<file path="src/scan_cfg_pkg.sv">
// Constants and types for the scan configuration decoder.
// Assumes a single 40 MHz clock domain and an AHB-Lite register port.
package scan_cfg_pkg;

  // ****************************************************************
  // Register map
  // ****************************************************************
  localparam logic [7:0]  CFG_ADDR    = 8'h00;
  localparam logic [7:0]  STAT_ADDR   = 8'h04;
  localparam logic [7:0]  SMP_ADDR    = 8'h08;
  localparam logic [15:0] CFG_RESET   = 16'h0000;

  // ****************************************************************
  // Field layout of the configuration and status words
  // ****************************************************************
  localparam int CODE_LSB  = 11;
  localparam int CODE_W    = 5;
  localparam int SEL_W     = 6;
  localparam int CFG_W     = 16;
  localparam int STAT_VLD  = 31;

  // ****************************************************************
  // Joint buffer / block codes
  // ****************************************************************
  localparam logic [4:0] C128_B8   = 5'h0D;
  localparam logic [4:0] C128_B16  = 5'h0E;
  localparam logic [4:0] C128_B32  = 5'h0F;
  localparam logic [4:0] C128_B64  = 5'h10;
  localparam logic [4:0] C256_B1   = 5'h11;
  localparam logic [4:0] C512_B1   = 5'h16;
  localparam logic [4:0] C1024_B1  = 5'h1B;

  localparam logic [10:0] DEPTH_128  = 11'h080;
  localparam logic [10:0] DEPTH_256  = 11'h100;
  localparam logic [10:0] DEPTH_512  = 11'h200;
  localparam logic [10:0] DEPTH_1024 = 11'h400;

  typedef enum logic [2:0] {
    BLK_1  = 3'b000,
    BLK_8  = 3'b001,
    BLK_16 = 3'b010,
    BLK_32 = 3'b011,
    BLK_64 = 3'b100,
    BLK_NONE = 3'b111
  } blk_t;

  typedef struct packed {
    logic        valid;
    blk_t        blk;
    logic [10:0] depth;
    logic [5:0]  firstCh;
    logic [6:0]  count;
  } scan_t;

  typedef enum logic [1:0] {
    ST_IDLE = 2'b00,
    ST_RUN  = 2'b01,
    ST_DONE = 2'b10
  } state_t;

endpackage : scan_cfg_pkg

</file>
<file path="src/scan_buffer_config_decode.sv">
// Scan configuration decoder with a scan sequencer and AHB-Lite registers.
// Assumes one 40 MHz clock, synchronous active-low reset, single-word bus.
//
// Implementation choices: the AHB-Lite slave port and the register addresses.
`timescale 1ns/10ps
`default_nettype none
module scan_buffer_config_decode (
  input  wire logic        clock,
  input  wire logic        rst_n,
  input  wire logic        hsel,
  input  wire logic [7:0]  haddr,
  input  wire logic [1:0]  htrans,
  input  wire logic        hwrite,
  input  wire logic [2:0]  hsize,
  input  wire logic [31:0] hwdata,
  input  wire logic        hready,
  output logic      [31:0] hrdata,
  output logic             hreadyout,
  output logic             hresp,
  input  wire logic        scanStart,
  output logic      [5:0]  sampleChannel,
  output logic      [9:0]  bufferAddr,
  output logic             sampleStrobe,
  output logic             scanBusy
);

  // ****************************************************************
  // Decode functions
  // ****************************************************************
  function automatic scan_cfg_pkg::scan_t decode(input logic [15:0] w);
    logic [4:0] c;
    logic [5:0] s;
    logic [4:0] off;
    scan_cfg_pkg::scan_t r;
    c = w[scan_cfg_pkg::CODE_LSB +: scan_cfg_pkg::CODE_W];
    s = w[scan_cfg_pkg::SEL_W-1:0];
    r = '0;
    r.blk = scan_cfg_pkg::BLK_NONE;
    off = 5'h00;
    if (c >= scan_cfg_pkg::C128_B8 && c <= scan_cfg_pkg::C128_B64) begin
      r.depth = scan_cfg_pkg::DEPTH_128;
      off = 5'(c - scan_cfg_pkg::C128_B8 + 5'h01);
    end else if (c >= scan_cfg_pkg::C1024_B1) begin
      r.depth = scan_cfg_pkg::DEPTH_1024;
      off = 5'(c - scan_cfg_pkg::C1024_B1);
    end else if (c >= scan_cfg_pkg::C512_B1) begin
      r.depth = scan_cfg_pkg::DEPTH_512;
      off = 5'(c - scan_cfg_pkg::C512_B1);
    end else if (c >= scan_cfg_pkg::C256_B1) begin
      r.depth = scan_cfg_pkg::DEPTH_256;
      off = 5'(c - scan_cfg_pkg::C256_B1);
    end
    if (r.depth != 11'h000) begin
      r.valid = 1'b1;
      unique case (off[2:0])
        3'b000: begin
          r.blk = scan_cfg_pkg::BLK_1;
          r.firstCh = s;
          r.count = 7'h01;
        end
        3'b001: begin
          r.blk = scan_cfg_pkg::BLK_8;
          r.firstCh = {s[2:0], 3'b000};
          r.count = 7'h08;
        end
        3'b010: begin
          r.blk = scan_cfg_pkg::BLK_16;
          r.firstCh = {s[2:1], 4'h0};
          r.count = 7'h10;
        end
        3'b011: begin
          r.blk = scan_cfg_pkg::BLK_32;
          r.firstCh = {s[2], 5'h00};
          r.count = 7'h20;
        end
        default: begin
          r.blk = scan_cfg_pkg::BLK_64;
          r.firstCh = 6'h00;
          r.count = 7'h40;
        end
      endcase
    end
    return r;
  endfunction : decode

  // ****************************************************************
  // Bus slave
  // ****************************************************************
  logic        wrPend_r, wrPend_nxt;
  logic [7:0]  addr_r, addr_nxt;
  logic [15:0] cfg_r, cfg_nxt;
  logic [31:0] rdata_r, rdata_nxt;
  logic        accept;
  scan_cfg_pkg::scan_t dec;

  // Channel configuration register keeps code and selection fields
  assign dec = decode(cfg_r);
  assign accept = hsel && hready && htrans[1];
  assign hreadyout = 1'b1;
  assign hresp = 1'b0;
  assign hrdata = rdata_r;

  scan_cfg_pkg::state_t state_r, state_nxt;
  logic [10:0] wordCnt_r, wordCnt_nxt;
  logic [6:0]  chIdx_r, chIdx_nxt;
  logic        strobe_r, strobe_nxt;
  logic [5:0]  ch_r, ch_nxt;
  logic [9:0]  ba_r, ba_nxt;

  always_comb begin
    wrPend_nxt = accept && hwrite;
    addr_nxt = accept ? haddr : addr_r;
    cfg_nxt = cfg_r;
    rdata_nxt = rdata_r;
    // Writes load cfg_r in the data phase even while a scan runs; the scan keeps its held values
    if (wrPend_r && addr_r == scan_cfg_pkg::CFG_ADDR) begin
      cfg_nxt = hwdata[15:0];
    end
    if (accept && !hwrite) begin
      unique case (haddr)
        scan_cfg_pkg::CFG_ADDR: rdata_nxt = {16'h0000, cfg_nxt};
        scan_cfg_pkg::STAT_ADDR: rdata_nxt = {dec.valid, 7'h00,
          5'h00, dec.blk, 5'h00, dec.depth};
        scan_cfg_pkg::SMP_ADDR: rdata_nxt = {21'h000000,
          wordCnt_r};
        default: rdata_nxt = 32'h00000000;
      endcase
    end
  end

  always_ff @(posedge clock) begin
    if (!rst_n) begin
      wrPend_r <= 1'b0;
      addr_r <= 8'h00;
      cfg_r <= scan_cfg_pkg::CFG_RESET;
      rdata_r <= 32'h00000000;
    end else begin
      wrPend_r <= wrPend_nxt;
      addr_r <= addr_nxt;
      cfg_r <= cfg_nxt;
      rdata_r <= rdata_nxt;
    end
  end

  // ****************************************************************
  // Scan sequencer
  // ****************************************************************
  logic startSync1_r, startSync2_r, startOld_r;
  logic [10:0] depthHold_r, depthHold_nxt;
  logic [6:0]  cntHold_r, cntHold_nxt;
  logic [5:0]  baseHold_r, baseHold_nxt;

  always_comb begin
    state_nxt = state_r;
    wordCnt_nxt = wordCnt_r;
    chIdx_nxt = chIdx_r;
    strobe_nxt = 1'b0;
    ch_nxt = ch_r;
    ba_nxt = ba_r;
    depthHold_nxt = depthHold_r;
    cntHold_nxt = cntHold_r;
    baseHold_nxt = baseHold_r;
    unique case (state_r)
      scan_cfg_pkg::ST_IDLE: begin
        if (startSync2_r && !startOld_r && dec.valid) begin
          state_nxt = scan_cfg_pkg::ST_RUN;
          depthHold_nxt = dec.depth;
          cntHold_nxt = dec.count;
          baseHold_nxt = dec.firstCh;
          wordCnt_nxt = 11'h000;
          chIdx_nxt = 7'h00;
        end
      end
      scan_cfg_pkg::ST_RUN: begin
        // Ascending channels into consecutive words, wrap in group
        strobe_nxt = 1'b1;
        ch_nxt = 6'(baseHold_r + chIdx_r[5:0]);
        ba_nxt = wordCnt_r[9:0];
        wordCnt_nxt = 11'(wordCnt_r + 11'h001);
        chIdx_nxt = (7'(chIdx_r + 7'h01) == cntHold_r) ? 7'h00
          : 7'(chIdx_r + 7'h01);
        if (11'(wordCnt_r + 11'h001) == depthHold_r) begin
          state_nxt = scan_cfg_pkg::ST_DONE;
        end
      end
      scan_cfg_pkg::ST_DONE: state_nxt = scan_cfg_pkg::ST_IDLE;
      default: state_nxt = scan_cfg_pkg::ST_IDLE;
    endcase
  end

  always_ff @(posedge clock) begin
    if (!rst_n) begin
      state_r <= scan_cfg_pkg::ST_IDLE;
      wordCnt_r <= 11'h000;
      chIdx_r <= 7'h00;
      strobe_r <= 1'b0;
      ch_r <= 6'h00;
      ba_r <= 10'h000;
      depthHold_r <= 11'h000;
      cntHold_r <= 7'h00;
      baseHold_r <= 6'h00;
      startSync1_r <= 1'b0;
      startSync2_r <= 1'b0;
      startOld_r <= 1'b0;
    end else begin
      state_r <= state_nxt;
      wordCnt_r <= wordCnt_nxt;
      chIdx_r <= chIdx_nxt;
      strobe_r <= strobe_nxt;
      ch_r <= ch_nxt;
      ba_r <= ba_nxt;
      depthHold_r <= depthHold_nxt;
      cntHold_r <= cntHold_nxt;
      baseHold_r <= baseHold_nxt;
      startSync1_r <= scanStart;
      startSync2_r <= startSync1_r;
      startOld_r <= startSync2_r;
    end
  end

  assign sampleChannel = ch_r;
  assign bufferAddr = ba_r;
  assign sampleStrobe = strobe_r;
  assign scanBusy = (state_r != scan_cfg_pkg::ST_IDLE);

  // ****************************************************************
  // Assertions
  // ****************************************************************
  code_128_a: assert property (@(posedge clock) disable iff (!rst_n)
    cfg_r[15:11] == 5'h10 |-> dec.blk == scan_cfg_pkg::BLK_64
    && dec.depth == 11'h080)
    else $error("128 word code wrong");
  code_256_a: assert property (@(posedge clock) disable iff (!rst_n)
    cfg_r[15:11] == 5'h12 |-> dec.blk == scan_cfg_pkg::BLK_8
    && dec.depth == 11'h100)
    else $error("256 word code wrong");
  code_512_a: assert property (@(posedge clock) disable iff (!rst_n)
    cfg_r[15:11] == 5'h19 |-> dec.blk == scan_cfg_pkg::BLK_32
    && dec.depth == 11'h200)
    else $error("512 word code wrong");
  code_1024_a: assert property (@(posedge clock) disable iff (!rst_n)
    cfg_r[15:11] == 5'h1C |-> dec.blk == scan_cfg_pkg::BLK_8
    && dec.depth == 11'h400)
    else $error("1024 word code wrong");
  single_ch_a: assert property (@(posedge clock) disable iff (!rst_n)
    dec.blk == scan_cfg_pkg::BLK_1 |-> dec.firstCh == cfg_r[5:0])
    else $error("single channel wrong");
  grp8_a: assert property (@(posedge clock) disable iff (!rst_n)
    dec.blk == scan_cfg_pkg::BLK_8 |-> dec.firstCh[5:3] == cfg_r[2:0])
    else $error("group of 8 wrong");
  grp16_a: assert property (@(posedge clock) disable iff (!rst_n)
    dec.blk == scan_cfg_pkg::BLK_16 |-> dec.firstCh == {cfg_r[2:1],
    4'h0})
    else $error("group of 16 wrong");
  grp32_a: assert property (@(posedge clock) disable iff (!rst_n)
    dec.blk == scan_cfg_pkg::BLK_32 |-> dec.firstCh[5] == cfg_r[2]
    && dec.count == 7'h20)
    else $error("group of 32 wrong");
  all64_a: assert property (@(posedge clock) disable iff (!rst_n)
    dec.blk == scan_cfg_pkg::BLK_64 |-> dec.firstCh == 6'h00)
    else $error("all channels wrong");
  word_step_a: assert property (@(posedge clock) disable iff (!rst_n)
    strobe_r && $past(strobe_r) |-> bufferAddr == 10'($past(ba_r) + 1))
    else $error("buffer words not consecutive");
  code_b16_a: assert property (@(posedge clock) disable iff (!rst_n)
    cfg_r[15:11] == 5'h0E |-> dec.blk == scan_cfg_pkg::BLK_16
    && dec.depth == 11'h080)
    else $error("128 word block 16 code wrong");
  code_b1_a: assert property (@(posedge clock) disable iff (!rst_n)
    cfg_r[15:11] == 5'h1B |-> dec.blk == scan_cfg_pkg::BLK_1
    && dec.depth == 11'h400)
    else $error("1024 word block 1 code wrong");
  // Wrap inside the group keeps every sample in the chosen block
  ch_range_a: assert property (@(posedge clock) disable iff (!rst_n)
    strobe_r |-> 7'(6'(ch_r - baseHold_r)) < cntHold_r)
    else $error("channel outside group");
  scan_end_a: assert property (@(posedge clock) disable iff (!rst_n)
    state_r == scan_cfg_pkg::ST_DONE |-> wordCnt_r == depthHold_r)
    else $error("scan ended at wrong word count");
  run_cover: cover property (@(posedge clock) disable iff (!rst_n)
    state_r == scan_cfg_pkg::ST_DONE);
  blk1_cover: cover property (@(posedge clock) disable iff (!rst_n)
    scanBusy && cntHold_r == 7'h01);
  blk64_cover: cover property (@(posedge clock) disable iff (!rst_n)
    scanBusy && cntHold_r == 7'h40);
  blk8_cover: cover property (@(posedge clock) disable iff (!rst_n)
    scanBusy && cntHold_r == 7'h08);

endmodule : scan_buffer_config_decode
`default_nettype wire

</file>
<file path="config.mk">
export PLATFORM = sky130hd
export DESIGN_NAME = scan_buffer_config_decode
export DESIGN_NICKNAME = d
export VERILOG_FILES = /design/src/scan_cfg_pkg.sv /design/src/scan_buffer_config_decode.sv
export SDC_FILE = /design/constraint.sdc
export NUM_CORES = 1
export LEC_CHECK = 0
export ABC_AREA = 0
export BUFFER_PORTS_ARGS = -buffer_cell sky130_fd_sc_hd__buf_2
export CORE_MARGIN = 2
export CORE_UTILIZATION = 47
export CTS_CLUSTER_SIZE = 30
export DETAILED_ROUTE_END_ITERATION = 16
export PLACE_DENSITY = 0.73
export SLEW_MARGIN = 20
export SYNTH_ARGS = -nofsm -noshare
export SYNTH_HDL_FRONTEND = slang
export SYNTH_SLANG_ARGS = --single-unit
</file>
<file path="constraint.sdc">
create_clock -name clock -period 2.4 [get_ports clock]
set_input_delay 0.12 -clock clock [delete_from_list [all_inputs] [get_ports clock]]
set_output_delay 0.12 -clock clock [all_outputs]
set_load 0.005 [all_outputs]
</file>
==> impl_metrics.tcl, run 1 <==
set metrics [dict create \
    vias_per_cell 5.65 \
    final.setup.tns_ns 0 \
    std_cell_rows 37 \
    drive_gt1_share_pct 21.8 \
    first_iter_violations 241 \
    cts.sinks 100 \
    finalCritPeriodShare_pct 95.5 \
    final_area_mm2 0.00591 \
    grt_first_pass_wirelength_um 20200 \
    period_needed_ns 2.29 \
    power_density_mw_per_mm2 500 \
    yosysWarnings 0 \
    fin_util_pct 56.7 \
    dr.pass1.iters 5 \
    synth_seq_area_share_pct 39.3 \
    worst_ep_required_time_ns 2.68 \
    dp.cells 782 \
    outcome "complete, no violations" \
    netlist-cell-type-count 76 \
    routed_wl_um 12500 \
    wl_per_cell_um 15.5 \
    grt_remaining_overflow 0 \
    netlist.area_leader.share_pct 39.3 \
    worst_clock_skew_ns 0.0106 \
    drc 0 \
    start_kind "flop" \
    synth_async_sr_flop_share_pct 0 \
    fill_cells 962 \
    place_area_mm2 0.00559 \
    yosys.area.top_type "dfxtp_1" \
    synth_ff_type "dfxtp_1" \
    synth.avg_cell_area_um2 8.63 \
    crit_fanout 5 \
    start_util_pct 48.9 \
    gp_congestion 0.914 \
    fin_nets 732 \
    hpwl_um 9230 \
    die_w_um 108 \
    ioPinCount 103 \
    cts_tree "yes" \
    vias 4553 \
    fp.dieArea_mm2 0.0117 \
    grt_pass1_vias 4399 \
    cts_max_path_buffers 2 \
    synthTopCellsByArea "dfxtp_1 (39%), nand2_1 (5.1%), a21oi_1 (4.6%)" \
    p_leak_nw 2.46 \
    antenna_found_initial 0 \
    synth_common_cells "dfxtp_1 (100), nand2_1 (69), nor2_1 (55)" \
    hp-class "in -> reg" \
    cp.arrival_ns 2.57 \
    syn_inst 590 \
    ir_drop_mv 0.296 \
    coreArea_mm2 0.0104 \
    dieHeight_um 108 \
    ant_nets 0 \
    end_kind "flop" \
    area_growth_pct 16.1 \
    crit_type "reg -> reg" \
    hold_violations 0 \
    synth_edf_count 0 \
    path_clk_slew_ns 0.09 \
    clockRootBuffer "clkbuf_8" \
    yosysMostFrequentCell "dfxtp_1" \
    synth_area_mm2 0.00509 \
    power_mw 2.96 \
    drv_cap 0 \
    io_buffers 68 \
    ys_ff_latch 100 \
    setup-violations-final 0 \
    grt_use_total_pct 21.4 \
    h-tree-depth 3 \
    worst_pin_slew_ns 0.725 \
    grt_max_degree 44 \
    diodes 0 \
    relSlewSlack_pct 51.7 \
    final_max_slew_viol_count 0 \
    cts_buffers 9 \
    layoutNonFillerInstCount 806 \
    clkLatencyLatePin_ns 0.37 \
    fmax_mhz 436 \
]
-- registers in the layout, summed over array words and instances (netlist names), 5 cells and up --
name / cells
cntHold_r: 5
addr_r: 8
bufferAddr: 10
cfg_r: 16
chIdx_r: 7
baseHold_r: 6
hrdata: 20
wordCnt_r: 11
sampleChannel: 6
-- worst max-delay path: stages, from the launching register on --
cell	delay, ns
dfxtp_1	0.33
inv_1	0.18
ha_2	0.27
nor2b_4	0.21
o311ai_4	0.12
o32a_1	0.42
and2_4	0.17
or2_4	0.26
a311oi_2	0.25
-- timing repair --
action	4_1_cts	5_1_grt
setup endpoints to repair	0	11
setup buffers	0	2
hold buffers	7	0
resized for setup	0	8
endpoints found under the hold margin	7	0
-- worst paths after layout --
| check | from | end | slack (ns) | cells after the start |
|---|---|---|---|---|
| setup reg to reg | cfg_r[12]$_SDFF_PN0_ | hrdata[17]$_SDFFE_PN0P_ | 0.11 | 8 |
| hold reg to reg | startSync1_r$_SDFF_PN0_ | startSync2_r$_SDFF_PN0_ | 0.45 | 1 |
| hold / removal | hwrite | wrPend_r$_SDFF_PN0_ | 0.02 | 2 |
| setup / recovery | cfg_r[12]$_SDFF_PN0_ | hrdata[17]$_SDFFE_PN0P_ | 0.11 | 8 |
-- final cells by class --
class	count	area, um^2	area share, %
clock buffer	10	128	2.16
clock inverter	5	77.6	1.31
tap	136	170	2.88
sequential	100	2000	33.9
timing repair buffer	106	656	11.1
inverter	15	56.3	0.953
multi-input combinational	434	2820	47.7
-- power breakdown --
part | internal, mW | switching, mW
logic | 0.0543 | 0.0848
registers | 1.67 | 0.00685
clock network | 0.579 | 0.565
total | 2.30 | 0.656
-- logic make-up after synthesis --
family / after synthesis / synth area share [%]
simple gates: 215 / 20.7
compound gates: 153 / 22.1
flops: 100 / 39.3
buf+inv: 68 / 6.74
xor+xnor: 19 / 3.54
mux: 18 / 3.54
fa+ha+maj: 15 / 3.83
other cells: 2 / 0.148
-- through the flow --
stage               worst slack [ns]  hold WS (ns)
floorplan                      0.110         0.247
CTS                           0.0382       0.00408
global route                -0.00626        0.0282
finish                         0.107        0.0150
global placement               0.121         0.343
detailed placement            0.0743         0.341
-- per-layer routing --
layer  wire (um)  global-route usage (%)  up-vias
met3         602                    3.32       17
met5           0                       0        -
met1        5700                    27.4     2177
li1            -                       -     2241
met4         187                    8.15        0
met2        6020                    36.5      118
-- cells in the final DEF (no fill, tap or decap), types with 4 or more instances in the layout --
cell type      count
nand4_1            4
nand2_1           69
nor4_1             5
o21ai_0           25
a22oi_1           12
dfxtp_1           98
nand4b_1           4
a31oi_1            5
ha_1              12
o2bb2ai_1          7
inv_1             14
clkbuf_8           9
conb_1            14
dlygate4sd3_1      7
mux2i_1           18
and3_1            11
a32o_1            10
nor3_1            11
xnor2_1           13
nor2_1            55
a21oi_1           47
nand3_1           21
buf_4             30
o31ai_1            5
xor2_1             5
and2_1             5
buf_2             68
a211oi_1           5
No activity file was read; power rests on OpenSTA's default activity.
==> run 2: changes to the inputs <==
PLACE_DENSITY = 0.7   (was 0.73)
clock period = 2.15 ns   (was 2.4 ns; I/O delays follow)
==> impl_metrics.tcl, run 2 (synthesized netlist as in run 1, its figures left out) <==
set metrics [dict create \
    outcome "finished, violations left" \
    violations "negative setup slack" \
    layoutNonFillerInstCount 840 \
    gp_congestion 0.863 \
    antenna_found_initial 0 \
    grt_use_total_pct 22.4 \
    setup-violations-final 1 \
    diodes 0 \
    crit_path_frequent_cell "buf_6" \
    cts_tree "yes" \
    area_growth_pct 25.8 \
    largest_reg_flops 20 \
    cts_buffers 9 \
    start_util_pct 48.9 \
    crit_family "compound AO/OA/AOI/OAI gates" \
    finalCritPeriodShare_pct 100 \
    final_common_cell "dfxtp_1" \
    clockRootBuffer "clkbuf_8" \
    ir_drop_mv 0.335 \
    period_needed_ns 2.16 \
    path_clk_slew_ns 0.10 \
    fill_cells 885 \
    whs_endpoint "cfg_r[11]$_SDFF_PN0_" \
    place_area_mm2 0.00582 \
    p_leak_nw 2.66 \
    crit_fanout 5 \
    start_kind "flop" \
    crit_buf_inv 2 \
    worst_clock_skew_ns 0.0166 \
    power_density_mw_per_mm2 504 \
    grt_first_pass_wirelength_um 20900 \
    cts.sinks 100 \
    wl_per_cell_um 15.6 \
    vias 4609 \
    ant_nets 0 \
    first_iter_violations 195 \
    critPathSlowestCell "a211o_4" \
    cts_max_path_buffers 2 \
    dp_slack_ns -0.124 \
    end_kind "flop" \
    ff_latch_area_mm2 0.00201 \
    fmax_mhz 464 \
    io_buffers 68 \
    worstHoldPathCells 3 \
    final_area_mm2 0.00640 \
    drv_cap 0 \
    final_max_slew_viol_count 0 \
    rsz0062_at_grt "true" \
    hp-start "hwdata[11]" \
    worst_ep_required_time_ns 2.40 \
    reg2reg_setup_slack_ns -0.005 \
    std_cell_rows 37 \
    whs_ns 0.00635 \
    dieHeight_um 108 \
    drc 0 \
    multi_input_area_mm2 0.00299 \
    crit_type "reg -> reg" \
    h-tree-depth 3 \
    die_w_um 108 \
    setup_ws_ns -0.00516 \
    worst_pin_slew_ns 0.586 \
    coreArea_mm2 0.0104 \
    routed_wl_um 13100 \
    r2r_cells 9 \
    path_cells "buf_6 > ha_4 > a211o_4 > a211oi_4 > buf_6 > o21ai_4 > nand4_1 > mux2i_1 > a211oi_1" \
    hold_violations 0 \
    r2r-end "baseHold_r[5]$_SDFFE_PN0P_" \
    hp-class "in -> reg" \
    r2r_start "cfg_r[12]$_SDFF_PN0_" \
    dr.pass1.iters 5 \
    clkLatencyLatePin_ns 0.37 \
    fp.dieArea_mm2 0.0117 \
    cp.arrival_ns 2.41 \
    grt_remaining_overflow 0 \
    grt_pass1_vias 4343 \
    dp.cells 807 \
    hpwl_um 9330 \
    layout_common_cells "dfxtp_1 (96), nand2_1 (68), buf_2 (68)" \
    max_stage_delay_ns 0.35 \
    vias_per_cell 5.49 \
    fin_nets 766 \
    drive_gt1_share_pct 28.6 \
    relSlewSlack_pct 60.9 \
    grt_max_degree 53 \
    ioPinCount 103 \
    final.setup.tns_ns -0.00516 \
]
## run 2: cell types whose count changed in the layout (fill, tap and decap cells not counted), moves of 3 or more
cell           before  now
ha_4                0    4
inv_1              14   11
ha_1               12    8
o21ai_1             0    3
dlygate4sd3_1       7   11
buf_4              30   47
buf_6               0   11
o21ai_0            25   22
inv_2               1    4
## run 2: worst max path at each step
stage | slack [ns] | cells past startpoint | endpoint | startpoint
5_1_grt | -0.10 | 10 | baseHold_r[5]$_SDFFE_PN0P_ | cfg_r[12]$_SDFF_PN0_
2_1_floorplan | -0.001 | 9 | baseHold_r[0]$_SDFFE_PN0P_ | cfg_r[13]$_SDFF_PN0_
3_3_place_gp | -0.08 | 7 | baseHold_r[0]$_SDFFE_PN0P_ | cfg_r[11]$_SDFF_PN0_
6_report | -0.005 | 9 | baseHold_r[5]$_SDFFE_PN0P_ | cfg_r[12]$_SDFF_PN0_
4_1_cts | 0.0005 | 9 | hrdata[16]$_SDFFE_PN0P_ | cfg_r[12]$_SDFF_PN0_
3_5_place_dp | -0.12 | 8 | baseHold_r[1]$_SDFFE_PN0P_ | cfg_r[12]$_SDFF_PN0_
## run 2: what timing repair did
item	in CTS	in global routing
endpoints found under the setup margin	11	49
setup buffers	2	5
resized for setup	14	41
pin swaps	7	24
hold buffers	11	0
hold endpoints to repair	11	0
## run 2: power by group
part | internal [mW] | switching (mW)
Combinational | 0.0732 | 0.102
Clock | 0.534 | 0.651
Sequential | 1.86 | 0.00780
Total | 2.47 | 0.761
## run 2: area by class of cell
class | instances | area share [%]
clock buffer | 9 | 1.93
sequential | 100 | 31.4
multi-input combinational | 434 | 46.7
timing repair buffer | 140 | 15.4
tap | 136 | 2.66
inverter | 15 | 0.879
clock inverter | 6 | 1.02
## run 2: per-layer routing
| metal | up-vias | GRT usage [%] | part of all wire, % |
|---|---|---|---|
| met5 | - | 0 | 0 |
| met4 | 0 | 6.14 | 1.5 |
| met3 | 19 | 3.25 | 4.2 |
| met2 | 110 | 37.2 | 48 |
| met1 | 2178 | 30.5 | 46 |
| li1 | 2302 | - | - |
## run 2: worst register-to-register path: cells and delay by family (launching register included)
family          cells  cell delay [ns]
buf+inv             2             0.29
fa+ha+maj           1             0.17
mux                 1             0.29
simple gates        1             0.15
flops               1             0.34
compound gates      4             0.81
## run 2: stage by stage
stage	util [%]	total power, mW
after global routing	61.5	3.34
after detailed placement	55.8	2.06
final	61.5	3.23
after CTS	59.4	3.25
after floorplan	-	2.01
after global placement	55.8	2.06
==> run 3: changes to the inputs <==
==> constraint.sdc (replaced) <==
create_clock -name clock -period 2 [get_ports clock]
set_input_delay 0.3 -clock clock [delete_from_list [all_inputs] [get_ports clock]]
set_output_delay 0.3 -clock clock [all_outputs]
set_load 0.005 [all_outputs]
==> impl_metrics.tcl, run 3 (synthesized netlist as in run 1, its figures left out) <==
set metrics [dict create \
    crit_fanout 7 \
    ioPinCount 103 \
    fin_util_pct 61.7 \
    period_needed_ns 2.11 \
    dieHeight_um 108 \
    end_kind "flop" \
    worst_ep_required_time_ns 2.29 \
    layout_common_cells "dfxtp_1 (95), buf_2 (68), nand2_1 (67)" \
    final_max_slew_viol_count 0 \
    layoutNonFillerInstCount 839 \
    routed_wl_um 13400 \
    start_kind "flop" \
    gp_congestion 0.860 \
    vias_per_cell 5.58 \
    power_density_mw_per_mm2 554 \
    cts_buffers 9 \
    fill_cells 919 \
    first_iter_violations 304 \
    dr.pass1.iters 5 \
    worst_clock_skew_ns 0.0170 \
    grt_use_total_pct 23.3 \
    drive_gt1_share_pct 31.3 \
    cts.sinks 100 \
    fin_nets 764 \
    hpwl_um 9780 \
    ir_drop_mv 0.724 \
    path_clk_slew_ns 0.10 \
    drc 0 \
    outcome "finished, violations left" \
    clockRootBuffer "clkbuf_8" \
    antenna_found_initial 0 \
    io_buffers 68 \
    setup-violations-final 17 \
    std_cell_rows 37 \
    rsz0062_at_grt "true" \
    drv_cap 0 \
    finalCritPeriodShare_pct 106 \
    holdBufCountCts 0 \
    dp_slack_ns -0.157 \
    hold_violations 0 \
    grt_max_degree 44 \
    dp.cells 812 \
    p_leak_nw 2.71 \
    cts_max_path_buffers 2 \
    relSlewSlack_pct 60.1 \
    grt_first_pass_wirelength_um 21300 \
    path_cells "inv_2 > ha_4 > and2b_1 > buf_4 > o21ai_1 > o211ai_1 > and2_4 > or2_4 > a311oi_2" \
    fmax_mhz 473 \
    area_growth_pct 26.3 \
    clkLatencyLatePin_ns 0.39 \
    ant_nets 0 \
    diodes 0 \
    cp.arrival_ns 2.41 \
    power_mw 3.56 \
    h-tree-depth 3 \
    cts_tree "yes" \
    max_stage_delay_ns 0.42 \
    worst_pin_slew_ns 0.596 \
    critPathSlowestCell "dfxtp_4" \
    setup_ws_ns -0.113 \
    fp.dieArea_mm2 0.0117 \
    crit_type "reg -> reg" \
    grt_remaining_overflow 0 \
    violations "negative setup slack" \
    final_common_cell "dfxtp_1" \
    coreArea_mm2 0.0104 \
    largest_reg_flops 20 \
    wl_per_cell_um 16.0 \
    grt_pass1_vias 4350 \
    die_w_um 108 \
    vias 4684 \
    start_util_pct 48.9 \
    hp-class "in -> reg" \
]
==> run 3: worst paths after layout <==
| path | startpoint | end | slack [ns] | cells after the start |
|---|---|---|---|---|
| worst min-delay path | scanStart | startSync1_r$_SDFF_PN0_ | 0.12 | 2 |
| worst max-delay path | cfg_r[11]$_SDFF_PN0_ | hrdata[17]$_SDFFE_PN0P_ | -0.11 | 9 |
| worst max register to register | cfg_r[11]$_SDFF_PN0_ | hrdata[17]$_SDFFE_PN0P_ | -0.11 | 9 |
| worst min register to register | startSync1_r$_SDFF_PN0_ | startSync2_r$_SDFF_PN0_ | 0.45 | 1 |
==> run 3: cell type report <==
cell class	count	area [um^2]	area share [%]
Multi-Input combinational cell	435	3050	47.4
Sequential cell	100	2020	31.3
Timing Repair Buffer	137	921	14.3
Tap cell	136	170	2.65
Clock buffer	12	155	2.41
Inverter	15	63.8	0.992
Clock inverter	4	53.8	0.837
==> run 3: where the power goes <==
| group | total (mW) | switching [mW] | internal [mW] |
|---|---|---|---|
| combinational | 0.176 | 0.110 | 0.0665 |
| clock | 1.38 | 0.723 | 0.658 |
| sequential | 2.01 | 0.00874 | 2.00 |
==> run 3: metrics by stage <==
stage | instance area [um^2] | hold WS [ns] | setup TNS [ns]
2_1_floorplan | 5220 | 0.412 | -0.484
3_3_place_gp | 5910 | 0.426 | -1.13
3_5_place_dp | 5910 | 0.429 | -1.87
4_1_cts | 6230 | 0.109 | -0.415
5_1_grt | 6430 | 0.122 | -3.25
6_report | 6430 | 0.124 | -0.906
==> run 3: per-layer routing <==
metal / GRT usage, % / vias up / wire length, um
met5: 0 / - / 0
met4: 7.51 / 0 / 195
met3: 5.00 / 18 / 666
met2: 36.9 / 140 / 6210
met1: 31.6 / 2218 / 6360
li1: - / 2308 / -
==> run 3: repair_timing <==
action / 4_1_cts / 5_1_grt
pin swaps: 13 / 28
cloned: 0 / 2
gates resized for setup: 20 / 36
setup buffers: 4 / 6
setup endpoints to repair: 31 / 44
==> run 3: worst max-delay path: cells and delay by family (launching register included) <==
kind	cells	cell delay [ns]
fa+ha+maj	1	0.17
flops	1	0.42
buf+inv	2	0.21
simple gates	3	0.65
compound gates	3	0.58
